`src/common/regprot_pkg.sv`:
```
// Purpose: shared constants for the register write protection block
// Assumes: 8-bit register space behind a byte-wide register access port
// Notes: offsets are byte addresses within the register space

package regprot_pkg;

  // ---------------------------------------------------------------
  // widths
  // ---------------------------------------------------------------
  localparam int unsigned DATA_W = 8;
  localparam int unsigned ADDR_W = 8;
  localparam int unsigned NUM_CH = 8;
  localparam int unsigned NUM_GRP = 4;

  // ---------------------------------------------------------------
  // register offsets
  // ---------------------------------------------------------------
  localparam logic [7:0] OFS_PAGE_SELECT = 8'hF0;
  localparam logic [7:0] OFS_GROUP_LOCK_FIRST = 8'hF1;
  localparam logic [7:0] OFS_GROUP_LOCK_SECOND = 8'hF2;
  localparam logic [7:0] OFS_CHANNEL_LOCK = 8'hF3;

  // ---------------------------------------------------------------
  // field positions
  // ---------------------------------------------------------------
  localparam int unsigned PAGE_BIT = 0;
  localparam int unsigned LOCK_WORK_BIT = 5;
  localparam int unsigned LOCK_CFG_BIT = 3;
  localparam int unsigned LOCK_IEN_BIT = 2;
  localparam int unsigned LOCK_MON_BIT = 1;

  // writable bits of the group lock registers; the rest read as zero
  localparam logic [7:0] GROUP_LOCK_MASK = 8'h2E;
  localparam logic [7:0] PAGE_MASK = 8'h01;

  // one-hot target group code, one bit per group
  localparam int unsigned GRP_WORK = 0;
  localparam int unsigned GRP_CFG = 1;
  localparam int unsigned GRP_IEN = 2;
  localparam int unsigned GRP_MON = 3;

  // ---------------------------------------------------------------
  // reset values
  // ---------------------------------------------------------------
  localparam logic RST_PAGE = 1'h0;
  localparam logic RST_LOCK_WORK = 1'h0;
  localparam logic [3:0] RST_CHAN_HIGH = 4'h0;

endpackage

```
`src/design/register_write_protection.sv`:
```
// Purpose: bank selection and write protection for the supervisor register space
// Assumes: the serial front end presents decoded byte accesses, one cycle per access
// Notes: the address decoder outside classifies each target into group and channel

`timescale 1ns/1ps

module register_write_protection
  import regprot_pkg::*;
#(
  parameter logic RST_LOCK_CFG = 1'h0,
  parameter logic RST_LOCK_IEN = 1'h0,
  parameter logic RST_LOCK_MON = 1'h0,
  parameter logic [3:0] RST_CHAN_LOW = 4'h0
) (
  // clock and reset
  input wire logic CLK_SYS_I,
  input wire logic RST_I,
  // register access from the serial front end
  input wire logic ACC_WR_I,
  input wire logic ACC_RD_I,
  input wire logic [ADDR_W-1:0] ACC_ADDR_I,
  input wire logic [DATA_W-1:0] ACC_WDATA_I,
  output logic [DATA_W-1:0] ACC_RDATA_O,
  output logic ACC_HIT_O,
  output logic ACC_DONE_O,
  // classification of the addressed register
  input wire logic [NUM_GRP-1:0] TGT_GROUP_I,
  input wire logic [NUM_CH-1:0] TGT_CHAN_I,
  // towards the guarded register banks
  output logic BANK_SEL_O,
  output logic WR_GRANT_O,
  output logic WR_BLOCKED_O,
  output logic [NUM_GRP-1:0] GROUP_LOCKED_O,
  output logic [NUM_CH-1:0] CHAN_LOCKED_O
);

  // ---------------------------------------------------------------
  // state
  // ---------------------------------------------------------------
  typedef struct packed {
    logic page;
    logic [DATA_W-1:0] lock_first;
    logic [DATA_W-1:0] lock_second;
    logic [NUM_CH-1:0] chan;
    logic [DATA_W-1:0] rdata;
    logic hit;
    logic done;
  } state_t;

  localparam logic [DATA_W-1:0] RST_GROUP_LOCK = {
    2'h0, RST_LOCK_WORK, 1'h0, RST_LOCK_CFG, RST_LOCK_IEN, RST_LOCK_MON, 1'h0
  };

  localparam state_t STATE_RESET = '{
    page: RST_PAGE,
    lock_first: RST_GROUP_LOCK,
    lock_second: RST_GROUP_LOCK,
    chan: {RST_CHAN_HIGH, RST_CHAN_LOW},
    rdata: 8'h00,
    hit: 1'h0,
    done: 1'h0
  };

  state_t st_reg;
  state_t st_next;

  // ---------------------------------------------------------------
  // lock decode
  // ---------------------------------------------------------------
  logic [DATA_W-1:0] both_locks;
  logic [NUM_GRP-1:0] grp_locked;
  logic chan_hit_locked;
  logic tgt_locked;
  logic own_reg;

  // a single register with a set bit is not enough; a mismatched pair stays open
  assign both_locks = st_reg.lock_first & st_reg.lock_second;

  always_comb begin
    grp_locked = '0;
    grp_locked[GRP_WORK] = both_locks[LOCK_WORK_BIT];
    grp_locked[GRP_CFG] = both_locks[LOCK_CFG_BIT];
    grp_locked[GRP_IEN] = both_locks[LOCK_IEN_BIT];
    grp_locked[GRP_MON] = both_locks[LOCK_MON_BIT];
  end

  // channel registers need the group lock and their own channel bit
  assign chan_hit_locked = |(TGT_CHAN_I & st_reg.chan);

  always_comb begin
    tgt_locked = |(TGT_GROUP_I & grp_locked & ~(NUM_GRP'(1) << GRP_MON));
    if (TGT_GROUP_I[GRP_MON] && grp_locked[GRP_MON]) begin
      if (TGT_CHAN_I == '0 || chan_hit_locked) begin
        tgt_locked = 1'b1;
      end
    end
  end

  assign own_reg = (ACC_ADDR_I == OFS_PAGE_SELECT) || (ACC_ADDR_I == OFS_GROUP_LOCK_FIRST) ||
                   (ACC_ADDR_I == OFS_GROUP_LOCK_SECOND) || (ACC_ADDR_I == OFS_CHANNEL_LOCK);

  // ---------------------------------------------------------------
  // next state
  // ---------------------------------------------------------------
  always_comb begin
    st_next = st_reg;
    st_next.done = ACC_WR_I | ACC_RD_I;
    st_next.hit = (ACC_WR_I | ACC_RD_I) & own_reg;
    if (ACC_WR_I) begin
      unique case (ACC_ADDR_I)
        OFS_PAGE_SELECT: begin
          st_next.page = ACC_WDATA_I[PAGE_BIT];
        end
        OFS_GROUP_LOCK_FIRST: begin
          st_next.lock_first = ACC_WDATA_I & GROUP_LOCK_MASK;
        end
        OFS_GROUP_LOCK_SECOND: begin
          st_next.lock_second = ACC_WDATA_I & GROUP_LOCK_MASK;
        end
        OFS_CHANNEL_LOCK: begin
          st_next.chan = ACC_WDATA_I;
        end
        default: begin
          st_next.page = st_reg.page;
        end
      endcase
    end
    if (ACC_RD_I) begin
      unique case (ACC_ADDR_I)
        OFS_PAGE_SELECT: begin
          st_next.rdata = {7'h00, st_reg.page};
        end
        OFS_GROUP_LOCK_FIRST: begin
          st_next.rdata = st_reg.lock_first;
        end
        OFS_GROUP_LOCK_SECOND: begin
          st_next.rdata = st_reg.lock_second;
        end
        OFS_CHANNEL_LOCK: begin
          st_next.rdata = st_reg.chan;
        end
        default: begin
          st_next.rdata = 8'h00;
        end
      endcase
    end
  end

  always_ff @(posedge CLK_SYS_I) begin
    if (RST_I) begin
      st_reg <= STATE_RESET;
    end else begin
      st_reg <= st_next;
    end
  end

  // ---------------------------------------------------------------
  // outputs
  // ---------------------------------------------------------------
  // the own registers are never guarded, so a lock can always be undone
  assign WR_GRANT_O = ACC_WR_I & ~own_reg & ~tgt_locked;
  assign WR_BLOCKED_O = ACC_WR_I & ~own_reg & tgt_locked;
  assign BANK_SEL_O = st_reg.page;
  assign GROUP_LOCKED_O = grp_locked;
  assign CHAN_LOCKED_O = grp_locked[GRP_MON] ? st_reg.chan : '0;
  assign ACC_RDATA_O = st_reg.rdata;
  assign ACC_HIT_O = st_reg.hit;
  assign ACC_DONE_O = st_reg.done;

  // ---------------------------------------------------------------
  // checks
  // ---------------------------------------------------------------
  logic past_valid_reg;

  always_ff @(posedge CLK_SYS_I) begin
    if (RST_I) begin
      past_valid_reg <= 1'b0;
    end else begin
      past_valid_reg <= 1'b1;
    end
  end

  AST_PAGE_FOLLOWS_WRITE: assert property (
    @(posedge CLK_SYS_I) disable iff (RST_I)
    (ACC_WR_I && ACC_ADDR_I == OFS_PAGE_SELECT) |=> (BANK_SEL_O == $past(ACC_WDATA_I[PAGE_BIT]))
  ) else $error("bank select did not follow page write");

  AST_PAGE_READBACK: assert property (
    @(posedge CLK_SYS_I) disable iff (RST_I)
    (ACC_RD_I && ACC_ADDR_I == OFS_PAGE_SELECT) |=> (ACC_RDATA_O == {7'h00, $past(BANK_SEL_O)})
  ) else $error("page readback wrong");

  AST_WORK_LOCK: assert property (
    @(posedge CLK_SYS_I) disable iff (RST_I)
    (ACC_WR_I && !own_reg && TGT_GROUP_I == 4'h1) |->
      (WR_GRANT_O == !(st_reg.lock_first[LOCK_WORK_BIT] && st_reg.lock_second[LOCK_WORK_BIT]))
  ) else $error("work group grant wrong");

  AST_CFG_LOCK: assert property (
    @(posedge CLK_SYS_I) disable iff (RST_I)
    (ACC_WR_I && !own_reg && TGT_GROUP_I == 4'h2) |->
      (WR_BLOCKED_O == (st_reg.lock_first[LOCK_CFG_BIT] && st_reg.lock_second[LOCK_CFG_BIT]))
  ) else $error("configuration group block wrong");

  AST_IEN_LOCK: assert property (
    @(posedge CLK_SYS_I) disable iff (RST_I)
    (ACC_WR_I && !own_reg && TGT_GROUP_I == 4'h4) |->
      (WR_GRANT_O != (st_reg.lock_first[LOCK_IEN_BIT] && st_reg.lock_second[LOCK_IEN_BIT]))
  ) else $error("interrupt-enable group grant wrong");

  AST_MON_GROUP_LOCK: assert property (
    @(posedge CLK_SYS_I) disable iff (RST_I)
    (ACC_WR_I && !own_reg && TGT_GROUP_I == 4'h8 && TGT_CHAN_I == 8'h00) |->
      (WR_GRANT_O == !(st_reg.lock_first[LOCK_MON_BIT] && st_reg.lock_second[LOCK_MON_BIT]))
  ) else $error("monitor group grant wrong");

  AST_LOCK_PAIR_WRITE: assert property (
    @(posedge CLK_SYS_I) disable iff (RST_I)
    (ACC_WR_I && ACC_ADDR_I == OFS_GROUP_LOCK_SECOND && ACC_WDATA_I == GROUP_LOCK_MASK &&
      st_reg.lock_first == GROUP_LOCK_MASK) |=> (GROUP_LOCKED_O == 4'hF)
  ) else $error("matching lock pair did not lock all groups");

  AST_CHAN_LOCK: assert property (
    @(posedge CLK_SYS_I) disable iff (RST_I)
    (ACC_WR_I && !own_reg && TGT_GROUP_I == 4'h8 && $onehot(TGT_CHAN_I)) |->
      (WR_BLOCKED_O == (GROUP_LOCKED_O[GRP_MON] && ((TGT_CHAN_I & CHAN_LOCKED_O) != 8'h00)))
  ) else $error("channel lock decision wrong");

  AST_CHAN_HIGH_RESET: assert property (
    @(posedge CLK_SYS_I)
    (RST_I) |=> (st_reg.chan[7:4] == 4'h0 && BANK_SEL_O == 1'b0)
  ) else $error("channel locks 5 to 8 not cleared by reset");

  AST_DONE_ALWAYS: assert property (
    @(posedge CLK_SYS_I) disable iff (RST_I)
    (ACC_WR_I && tgt_locked && !own_reg) |-> (!WR_GRANT_O ##1 ACC_DONE_O)
  ) else $error("locked write granted or not completed");

  AST_LOCK_STABLE: assert property (
    @(posedge CLK_SYS_I) disable iff (RST_I || !past_valid_reg)
    (ACC_WR_I && !own_reg) |=> ($stable(GROUP_LOCKED_O) && $stable(CHAN_LOCKED_O) && $stable(BANK_SEL_O))
  ) else $error("guarded write changed protection state");

endmodule

```
`config.mk`:
```
export PLATFORM = sky130hd
export DESIGN_NAME = register_write_protection
export DESIGN_NICKNAME = d
export VERILOG_FILES = /design/src/common/regprot_pkg.sv /design/src/design/register_write_protection.sv
export SDC_FILE = /design/constraint.sdc
export NUM_CORES = 1
export LEC_CHECK = 0
export BUFFER_PORTS_ARGS = -buffer_cell sky130_fd_sc_hd__buf_2
export CAP_MARGIN = 20
export CORE_MARGIN = 10
export CORE_UTILIZATION = 51
export DETAILED_ROUTE_END_ITERATION = 12
export GPL_TIMING_DRIVEN = 1
export PLACE_DENSITY = 0.92
export SYNTH_ARGS = -nofsm -noshare
export SYNTH_HDL_FRONTEND = slang
export SYNTH_SLANG_ARGS = --single-unit
```
`constraint.sdc`:
```
create_clock -name CLK_SYS_I -period 2.4 [get_ports CLK_SYS_I]
set_input_delay 0.24 -clock CLK_SYS_I [delete_from_list [all_inputs] [get_ports CLK_SYS_I]]
set_output_delay 0.24 -clock CLK_SYS_I [all_outputs]
set_load 0.02 [all_outputs]
```
==> summary.md, run 1 <==
| Metric | Value |
|---|---|
| Maximum VDD drop | 377.4 uV |
| Final Core Density | between 60% and 70% |
| Leakage dissipation | 0.8210 nW |
| Final Power | 708.2 uW |
| Synth Register Bits | 27 |
| Vias | 1,285 |
| Ys async rst share | 0% |
| Clock buffer depth | 2 |
| Post-synthesis cell count | between 150 and 200 |
| Slew Limit Headroom | between 60% and 70% |
| Number of buffers created by CTS | 3 |
| Reg2reg start | st_reg[27] |
| Site Rows | 18 |
| Drt pass-1 iters | 4 |
| Hold_ws | roughly 0.14 ns |
| Layout area overhead | 17.19% |
| Largest net degree at the start of global routing | 27 |
| Die span in x | between 70 and 80 um |
| Worst Path Required | between 2 and 2.5 ns |
| Crit. End Element | output port |
| Post-CTS setup buffers | 0 |
| Critical path class | register to output port |
| Die height | 72.07 um |
| Synth Flop Type | dfxtp_1 |
| Crit path capture | WR_GRANT_O |
| Clk sink count | 27 |
| Final Wtd Congestion | roughly 0.79 |
| Final TNS setup | 0 ns |
| Critical-path top delay cell | dfxtp_1 |
| Worst slack, placed | 0.7295 ns |
| Ant diodes | 0 |
| RSZ-0062 raised after global routing | false |
| H-tree depth | 1 |
| Max Cap Violations | 0 |
| Final nets | 231 |
| DR vias/cell | ~5.6 |
| Number of enable flip-flop cells after synthesis | 0 |
| Layout cells sized above 1 | between 30 and 40% |
| Cells along the critical path | and3_1 > and3_1 > a211oi_1 > and3b_1 > buf_2 |
| Remaining Overflow, GRT | 0 |
| Final Hold Fails | 0 |
| Ports | 57 |
| Final setup skew | ~0.0035 ns |
| Final Worst Setup Slack | 0.3297 ns |
| Initial Utilization | between 50% and 60% |
| Hold Crit Class | input pin to register |
| HP Start | ACC_WDATA_I[7] |
| Post-Syn Area | between 0.001 and 0.0015 mm^2 |
| Post-CTS Resized | 0 |
| DRC violations left | 0 |
| Post-CTS Hold Buffers | 0 |
| Synthesized area per cell | approximately 8.9 um^2 |
| Critical Path AT | ~1.8 ns |
| Crit path max fanout | 12 |
| R2r setup slk | 1.23 ns |
| CTS tree | done |
| Fmax | just under 500 MHz |
| Crit share post-route | approximately 86% |
| WL final | 3.648 mm |
| Die Area | about 0.0052 mm^2 |
| Clock Latency Late Sink | 0.32 ns |
| Actual slew at the worst max-slew pin | ~0.53 ns |
| Pwr dens | between 400 and 500 mW/mm^2 |
| Routed WL per cell | approximately 16 um |
| Routed Antenna Nets | 0 |
| Detailed Route Iter0 Violations | 85 |
| Dpl hpwl | 2.861 mm |
| GRT Total Usage | around 14% |
| Clk root buf | clkbuf_4 |
| Initial antenna violation count | 0 |
| Final min period | between 2 and 2.5 ns |
| Post-synthesis sequential area ratio | roughly two fifths |
| Crit-path max cell delay | roughly 0.42 ns |
| Setup violations, final | 0 |
| Largest register FFs | 16 |
| Worst r2r dst | ACC_RDATA_O[1] |
| Clock slew at reported path FFs | around 0.14 ns |
| Number of global-route vias before repair | ~1.3k |
| Yosys cell types | 27 |
| First-pass GRT wire length | between 6 and 7 mm |
| Status | complete, no violations |
| Synth warnings | 0 |
| Pins Over Slew Limit | 0 |
| FF-to-FF path depth | 4 |
| Port buffer count | 56 |
| Crit path launch type | register |
| Critical path origin | st_reg[19] |
| CP most frequent cell | and3_1 |
| Placeable Area | 0.002522 mm^2 |
| Syn Nets | about 190 |
[worst min path at each step]
stage | depth (start not counted) | to
global placement | 2 | ACC_RDATA_O[5]
CTS | 3 | st_reg[17]
floorplan | 2 | ACC_DONE_O
finish | 3 | st_reg[17]
detailed placement | 2 | ACC_RDATA_O[5]
global route | 3 | BANK_SEL_O
[cells in the mapped netlist, types with 2 or more instances]
library cell	number	area [um^2]
a21oi_1	8	40.04
a22o_1	4	35.03
a22oi_1	4	30.03
and2_1	5	31.28
and3_1	11	68.82
and4_1	2	17.52
buf_4	9	67.56
clkbuf_1	6	22.52
dfxtp_1	27	540.5
mux2_2	4	45.04
mux2i_1	17	170.2
nand2b_1	5	31.28
nand3_1	12	60.06
nand4_1	2	12.51
nor2_1	23	86.33
nor2b_1	3	18.77
nor4_1	3	18.77
[final cells by class]
class                      count  area, um^2
clock buffer                   4       26.28
fill                         236       902.1
multi-input combinational    111       735.7
sequential                    27       540.5
tap                           30       37.54
timing repair buffer          56       280.3
[layer usage]
| metal | track usage [%] | share of wire [%] |
|---|---|---|
| met1 | 16.71 | 41 |
| met2 | 22.35 | 46 |
| met3 | 6.122 | 12 |
| met4 | 4.731 | 1.1 |
| met5 | 0 | 0 |
[logic make-up after synthesis]
family	after synthesis	synth area share (%)
muxes	21	15.57
buffers and inverters	17	7.691
AOI/OAI and AO/OA	18	8.688
DFF	27	39.10
and+or+nand+nor	72	28.96
[report_power, final]
group	leakage, nW	internal (mW)	switching [mW]
sequential	0.218	0.450	0.000605
combinational	0.588	0.0272	0.0361
clock	0.0150	0.0652	0.129
[critical path: cells and delay by family (launching register included)]
kind                   cells  cell delay (ns)
AO/OA/AOI/OAI              1             0.32
buffers and inverters      1             0.16
flip-flops                 1             0.42
AND/OR/NAND/NOR            3             0.61
[layout by cell type (no fill, tap or decap), drive strengths merged, types with 2 or more instances in the layout]
| cell | n |
|---|---|
| dfxtp | 27 |
| clkbuf | 4 |
| nor2 | 23 |
| nand3 | 12 |
| mux2 | 4 |
| mux2i | 17 |
| nand4 | 2 |
| and3 | 11 |
| buf | 56 |
| nor4 | 3 |
| a22o | 4 |
| nand2b | 5 |
| a21oi | 8 |
| nor3b | 2 |
| and4 | 2 |
| a22oi | 4 |
| and2 | 5 |
| nor2b | 3 |
[stage by stage]
| stage | std cells | cell area (um^2) |
|---|---|---|
| 2_1_floorplan | 155 | 1383 |
| 3_5_place_dp | 224 | 1594 |
| 5_1_grt | 228 | 1620 |
| 4_1_cts | 228 | 1620 |
| 6_report | 228 | 1620 |
| 3_3_place_gp | 224 | 1594 |
No activity file was read; power rests on OpenSTA's default activity.
==> run 2: changes to the inputs <==
--- a/config.mk
+++ b/config.mk
@@ -7,8 +7,10 @@
 export LEC_CHECK = 0
 export BUFFER_PORTS_ARGS = -buffer_cell sky130_fd_sc_hd__buf_2
 export CAP_MARGIN = 20
-export CORE_MARGIN = 10
-export CORE_UTILIZATION = 51
+export CELL_PAD_IN_SITES_DETAIL_PLACEMENT = 2
+export CELL_PAD_IN_SITES_GLOBAL_PLACEMENT = 2
+export CORE_MARGIN = 8
+export CORE_UTILIZATION = 29
 export DETAILED_ROUTE_END_ITERATION = 12
 export GPL_TIMING_DRIVEN = 1
 export PLACE_DENSITY = 0.92
==> summary.md, run 2 (synthesis results as in run 1) <==
| Metric | Value |
|---|---|
| Crit-path max cell delay | 0.42 ns (about the same) |
| Commonest non-fill, non-tap cell in the layout | buf_2 (unchanged) |
| Critical path class | register to output port (unchanged) |
| Remaining Overflow, GRT | 0 (unchanged) |
| Cells along the critical path | and3_1 > and3_1 > a211oi_1 > and3b_1 > buf_2 (unchanged) |
| Dpl hpwl | 3.562 mm (was 2.861 mm) |
| First-pass GRT wire length | 7.362 mm (was 6.154 mm) |
| WP buf/inv | 1 (unchanged) |
| Commonest non-fill, non-tap cells in the layout | buf_2, dfxtp_1, nor2_1 (unchanged) |
| Hold Crit Class | input pin to register (unchanged) |
| Max Cap Violations | 0 (unchanged) |
| Vias | 1,289 (was 1,285) |
| Final min period | 2.079 ns (was 2.070 ns) |
| GRT Total Usage | 12.51% (was 14.15%) |
| Largest net degree at the start of global routing | 27 (unchanged) |
| FF-to-FF path depth | 4 (unchanged) |
| Critical-path top delay cell | dfxtp_1 (unchanged) |
| Final Wtd Congestion | 0.7594 (was 0.7869) |
| Initial antenna violation count | 0 (unchanged) |
| Worst path top cell family by delay | simple AND/OR/NAND/NOR gates (unchanged) |
| Clock buffer depth | 2 (unchanged) |
| CP most frequent cell | and3_1 (unchanged) |
| Worst Hold Depth | 3 (unchanged) |
| Crit path max fanout | 12 (unchanged) |
| Filler cell count | 531 (was 236) |
| WL final | 4.493 mm (was 3.648 mm) |
| Area of the multi-input gates | 735.7 um^2 (unchanged) |
| Setup violations, final | 0 (unchanged) |
| Final Power | 781.4 uW (was 708.2 uW) |
| Post-CTS Hold Buffers | 0 (unchanged) |
| Port buffer count | 56 (unchanged) |
| Clock Latency Late Sink | 0.27 ns (was 0.32 ns) |
| Sw Ratio | 24.12% (was 23.45%) |
| Number of buffers created by CTS | 3 (unchanged) |
| Power share of the clock group | 34.0% (was 27.5%) |
| Die Area | 0.007233 mm^2 (was 0.005193 mm^2) |
| Critical Path AT | 1.84 ns (was 1.83 ns) |
| Clk root buf | clkbuf_8 (was clkbuf_4) |
| Crit path launch type | register (unchanged) |
| CTS tree | done (unchanged) |
| Final Hold Fails | 0 (unchanged) |
| H-tree depth | 1 (unchanged) |
| DR vias/cell | 5.115 (was 5.636) |
| Worst Path Required | 2.16 ns (about the same) |
| Placeable Area | 0.004661 mm^2 (was 0.002522 mm^2) |
| Comb power frac | 8.4% (was 8.9%) |
| Layout cells sized above 1 | 33.33% (was 32.83%) |
| Routed WL per cell | 17.83 um (was 16.00 um) |
| Power Internal | 592.9 uW (was 542.2 uW) |
| Post-CTS setup buffers | 0 (unchanged) |
| Clock slew at reported path FFs | 0.10 ns (was 0.14 ns) |
| Initial Utilization | 29.66% (was 54.81%) |
| Post-CTS Resized | 0 (unchanged) |
| Ports | 57 (unchanged) |
| Drt pass-1 iters | 4 (unchanged) |
| Pwr dens | 467.8 mW/mm^2 (was 437.1 mW/mm^2) |
| Die height | 85.05 um (was 72.07 um) |
| Layout area overhead | 20.81% (was 17.19%) |
| Maximum VDD drop | 174.7 uV (was 377.4 uV) |
| Crit share post-route | 86.64% (was 86.26%) |
| Leakage dissipation | 0.8315 nW (was 0.8210 nW) |
| Pins Over Slew Limit | 0 (unchanged) |
| Register area | 540.5 um^2 (unchanged) |
| Routed Antenna Nets | 0 (unchanged) |
| Fmax | 480.9 MHz (was 483.0 MHz) |
| Status | complete, no violations (unchanged) |
| RSZ-0062 raised after global routing | false (unchanged) |
| Clk sink count | 27 (unchanged) |
| Detailed Route Iter0 Violations | 37 (was 85) |
| Die span in x | 85.05 um (was 72.07 um) |
| Actual slew at the worst max-slew pin | 0.5297 ns (was 0.5270 ns) |
| Largest register FFs | 16 (unchanged) |
| Slew Limit Headroom | 64.69% (was 64.54%) |
| Ant diodes | 0 (unchanged) |
| Levels on crit path | 5 (unchanged) |
| Crit. End Element | output port (unchanged) |
| Final TNS setup | 0 ns (unchanged) |
| Site Rows | 25 (was 18) |
| Final nets | 231 (unchanged) |
| Number of global-route vias before repair | 1,475 (was 1,325) |
| Sw Pwr | 188.4 uW (was 166.1 uW) |
| DRC violations left | 0 (unchanged) |
| Flop pwr share | 57.6% (was 63.6%) |
| Final setup skew | 0.003061 ns (was 0.003505 ns) |
-- run 2: cell type report --
| cell class | instances | area share, % |
|---|---|---|
| multi-input combinational | 111 | 44.05 |
| sequential | 27 | 32.36 |
| timing repair buffer | 56 | 16.78 |
| tap | 54 | 4.045 |
| clock buffer | 3 | 2.472 |
| clock inverter | 1 | 0.2996 |
-- run 2: per-layer routing --
metal | vias up | routed length, um | share of wire [%] | global-route usage, %
met1 | 625 | 2045 | 46 | 14.85
met4 | 0 | 25 | 0.56 | 2.913
met2 | 33 | 2230 | 50 | 21.88
met3 | 4 | 192 | 4.3 | 3.089
met5 | - | 0 | 0 | 0
li1 | 627 | - | - | -
-- run 2: final timing paths --
check                                      end  slack, ns           start
worst min register to register  ACC_RDATA_O[0]       0.48  ACC_RDATA_O[0]
worst max register to register  ACC_RDATA_O[1]       1.20      st_reg[27]
worst min-delay path                st_reg[14]       0.20  ACC_WDATA_I[4]
worst max-delay path                WR_GRANT_O       0.32      st_reg[19]
-- run 2: metrics by stage --
step                std cells  cell area [um^2]  hold slack (ns)  util (%)  setup WS, ns
finish                    252              1670           0.1968     35.84        0.3207
global route              252              1670           0.2076     35.84        0.1618
CTS                       252              1670           0.1972     35.84        0.2893
detailed placement        248              1624           0.4621     34.85        0.6023
global placement          248              1624           0.4577     34.85        0.7021
floorplan                 155              1383           0.3812         -        0.9479
-- run 2: worst register-to-register path: stages (launching register included) --
cell and delay, ns:
dfxtp_1 0.51, mux2_2 0.23, a22o_1 0.13, nand3_1 0.08, a21oi_1 0.17
-- run 2: power by group through the flow --
stage,Clock [mW],Sequential (mW),Combinational [mW]
detailed placement,0,0.460,0.0667
finish,0.266,0.450,0.0656
global placement,0,0.460,0.0646
floorplan,0,0.462,0.0254
CTS,0.274,0.450,0.0668
global route,0.293,0.450,0.0722
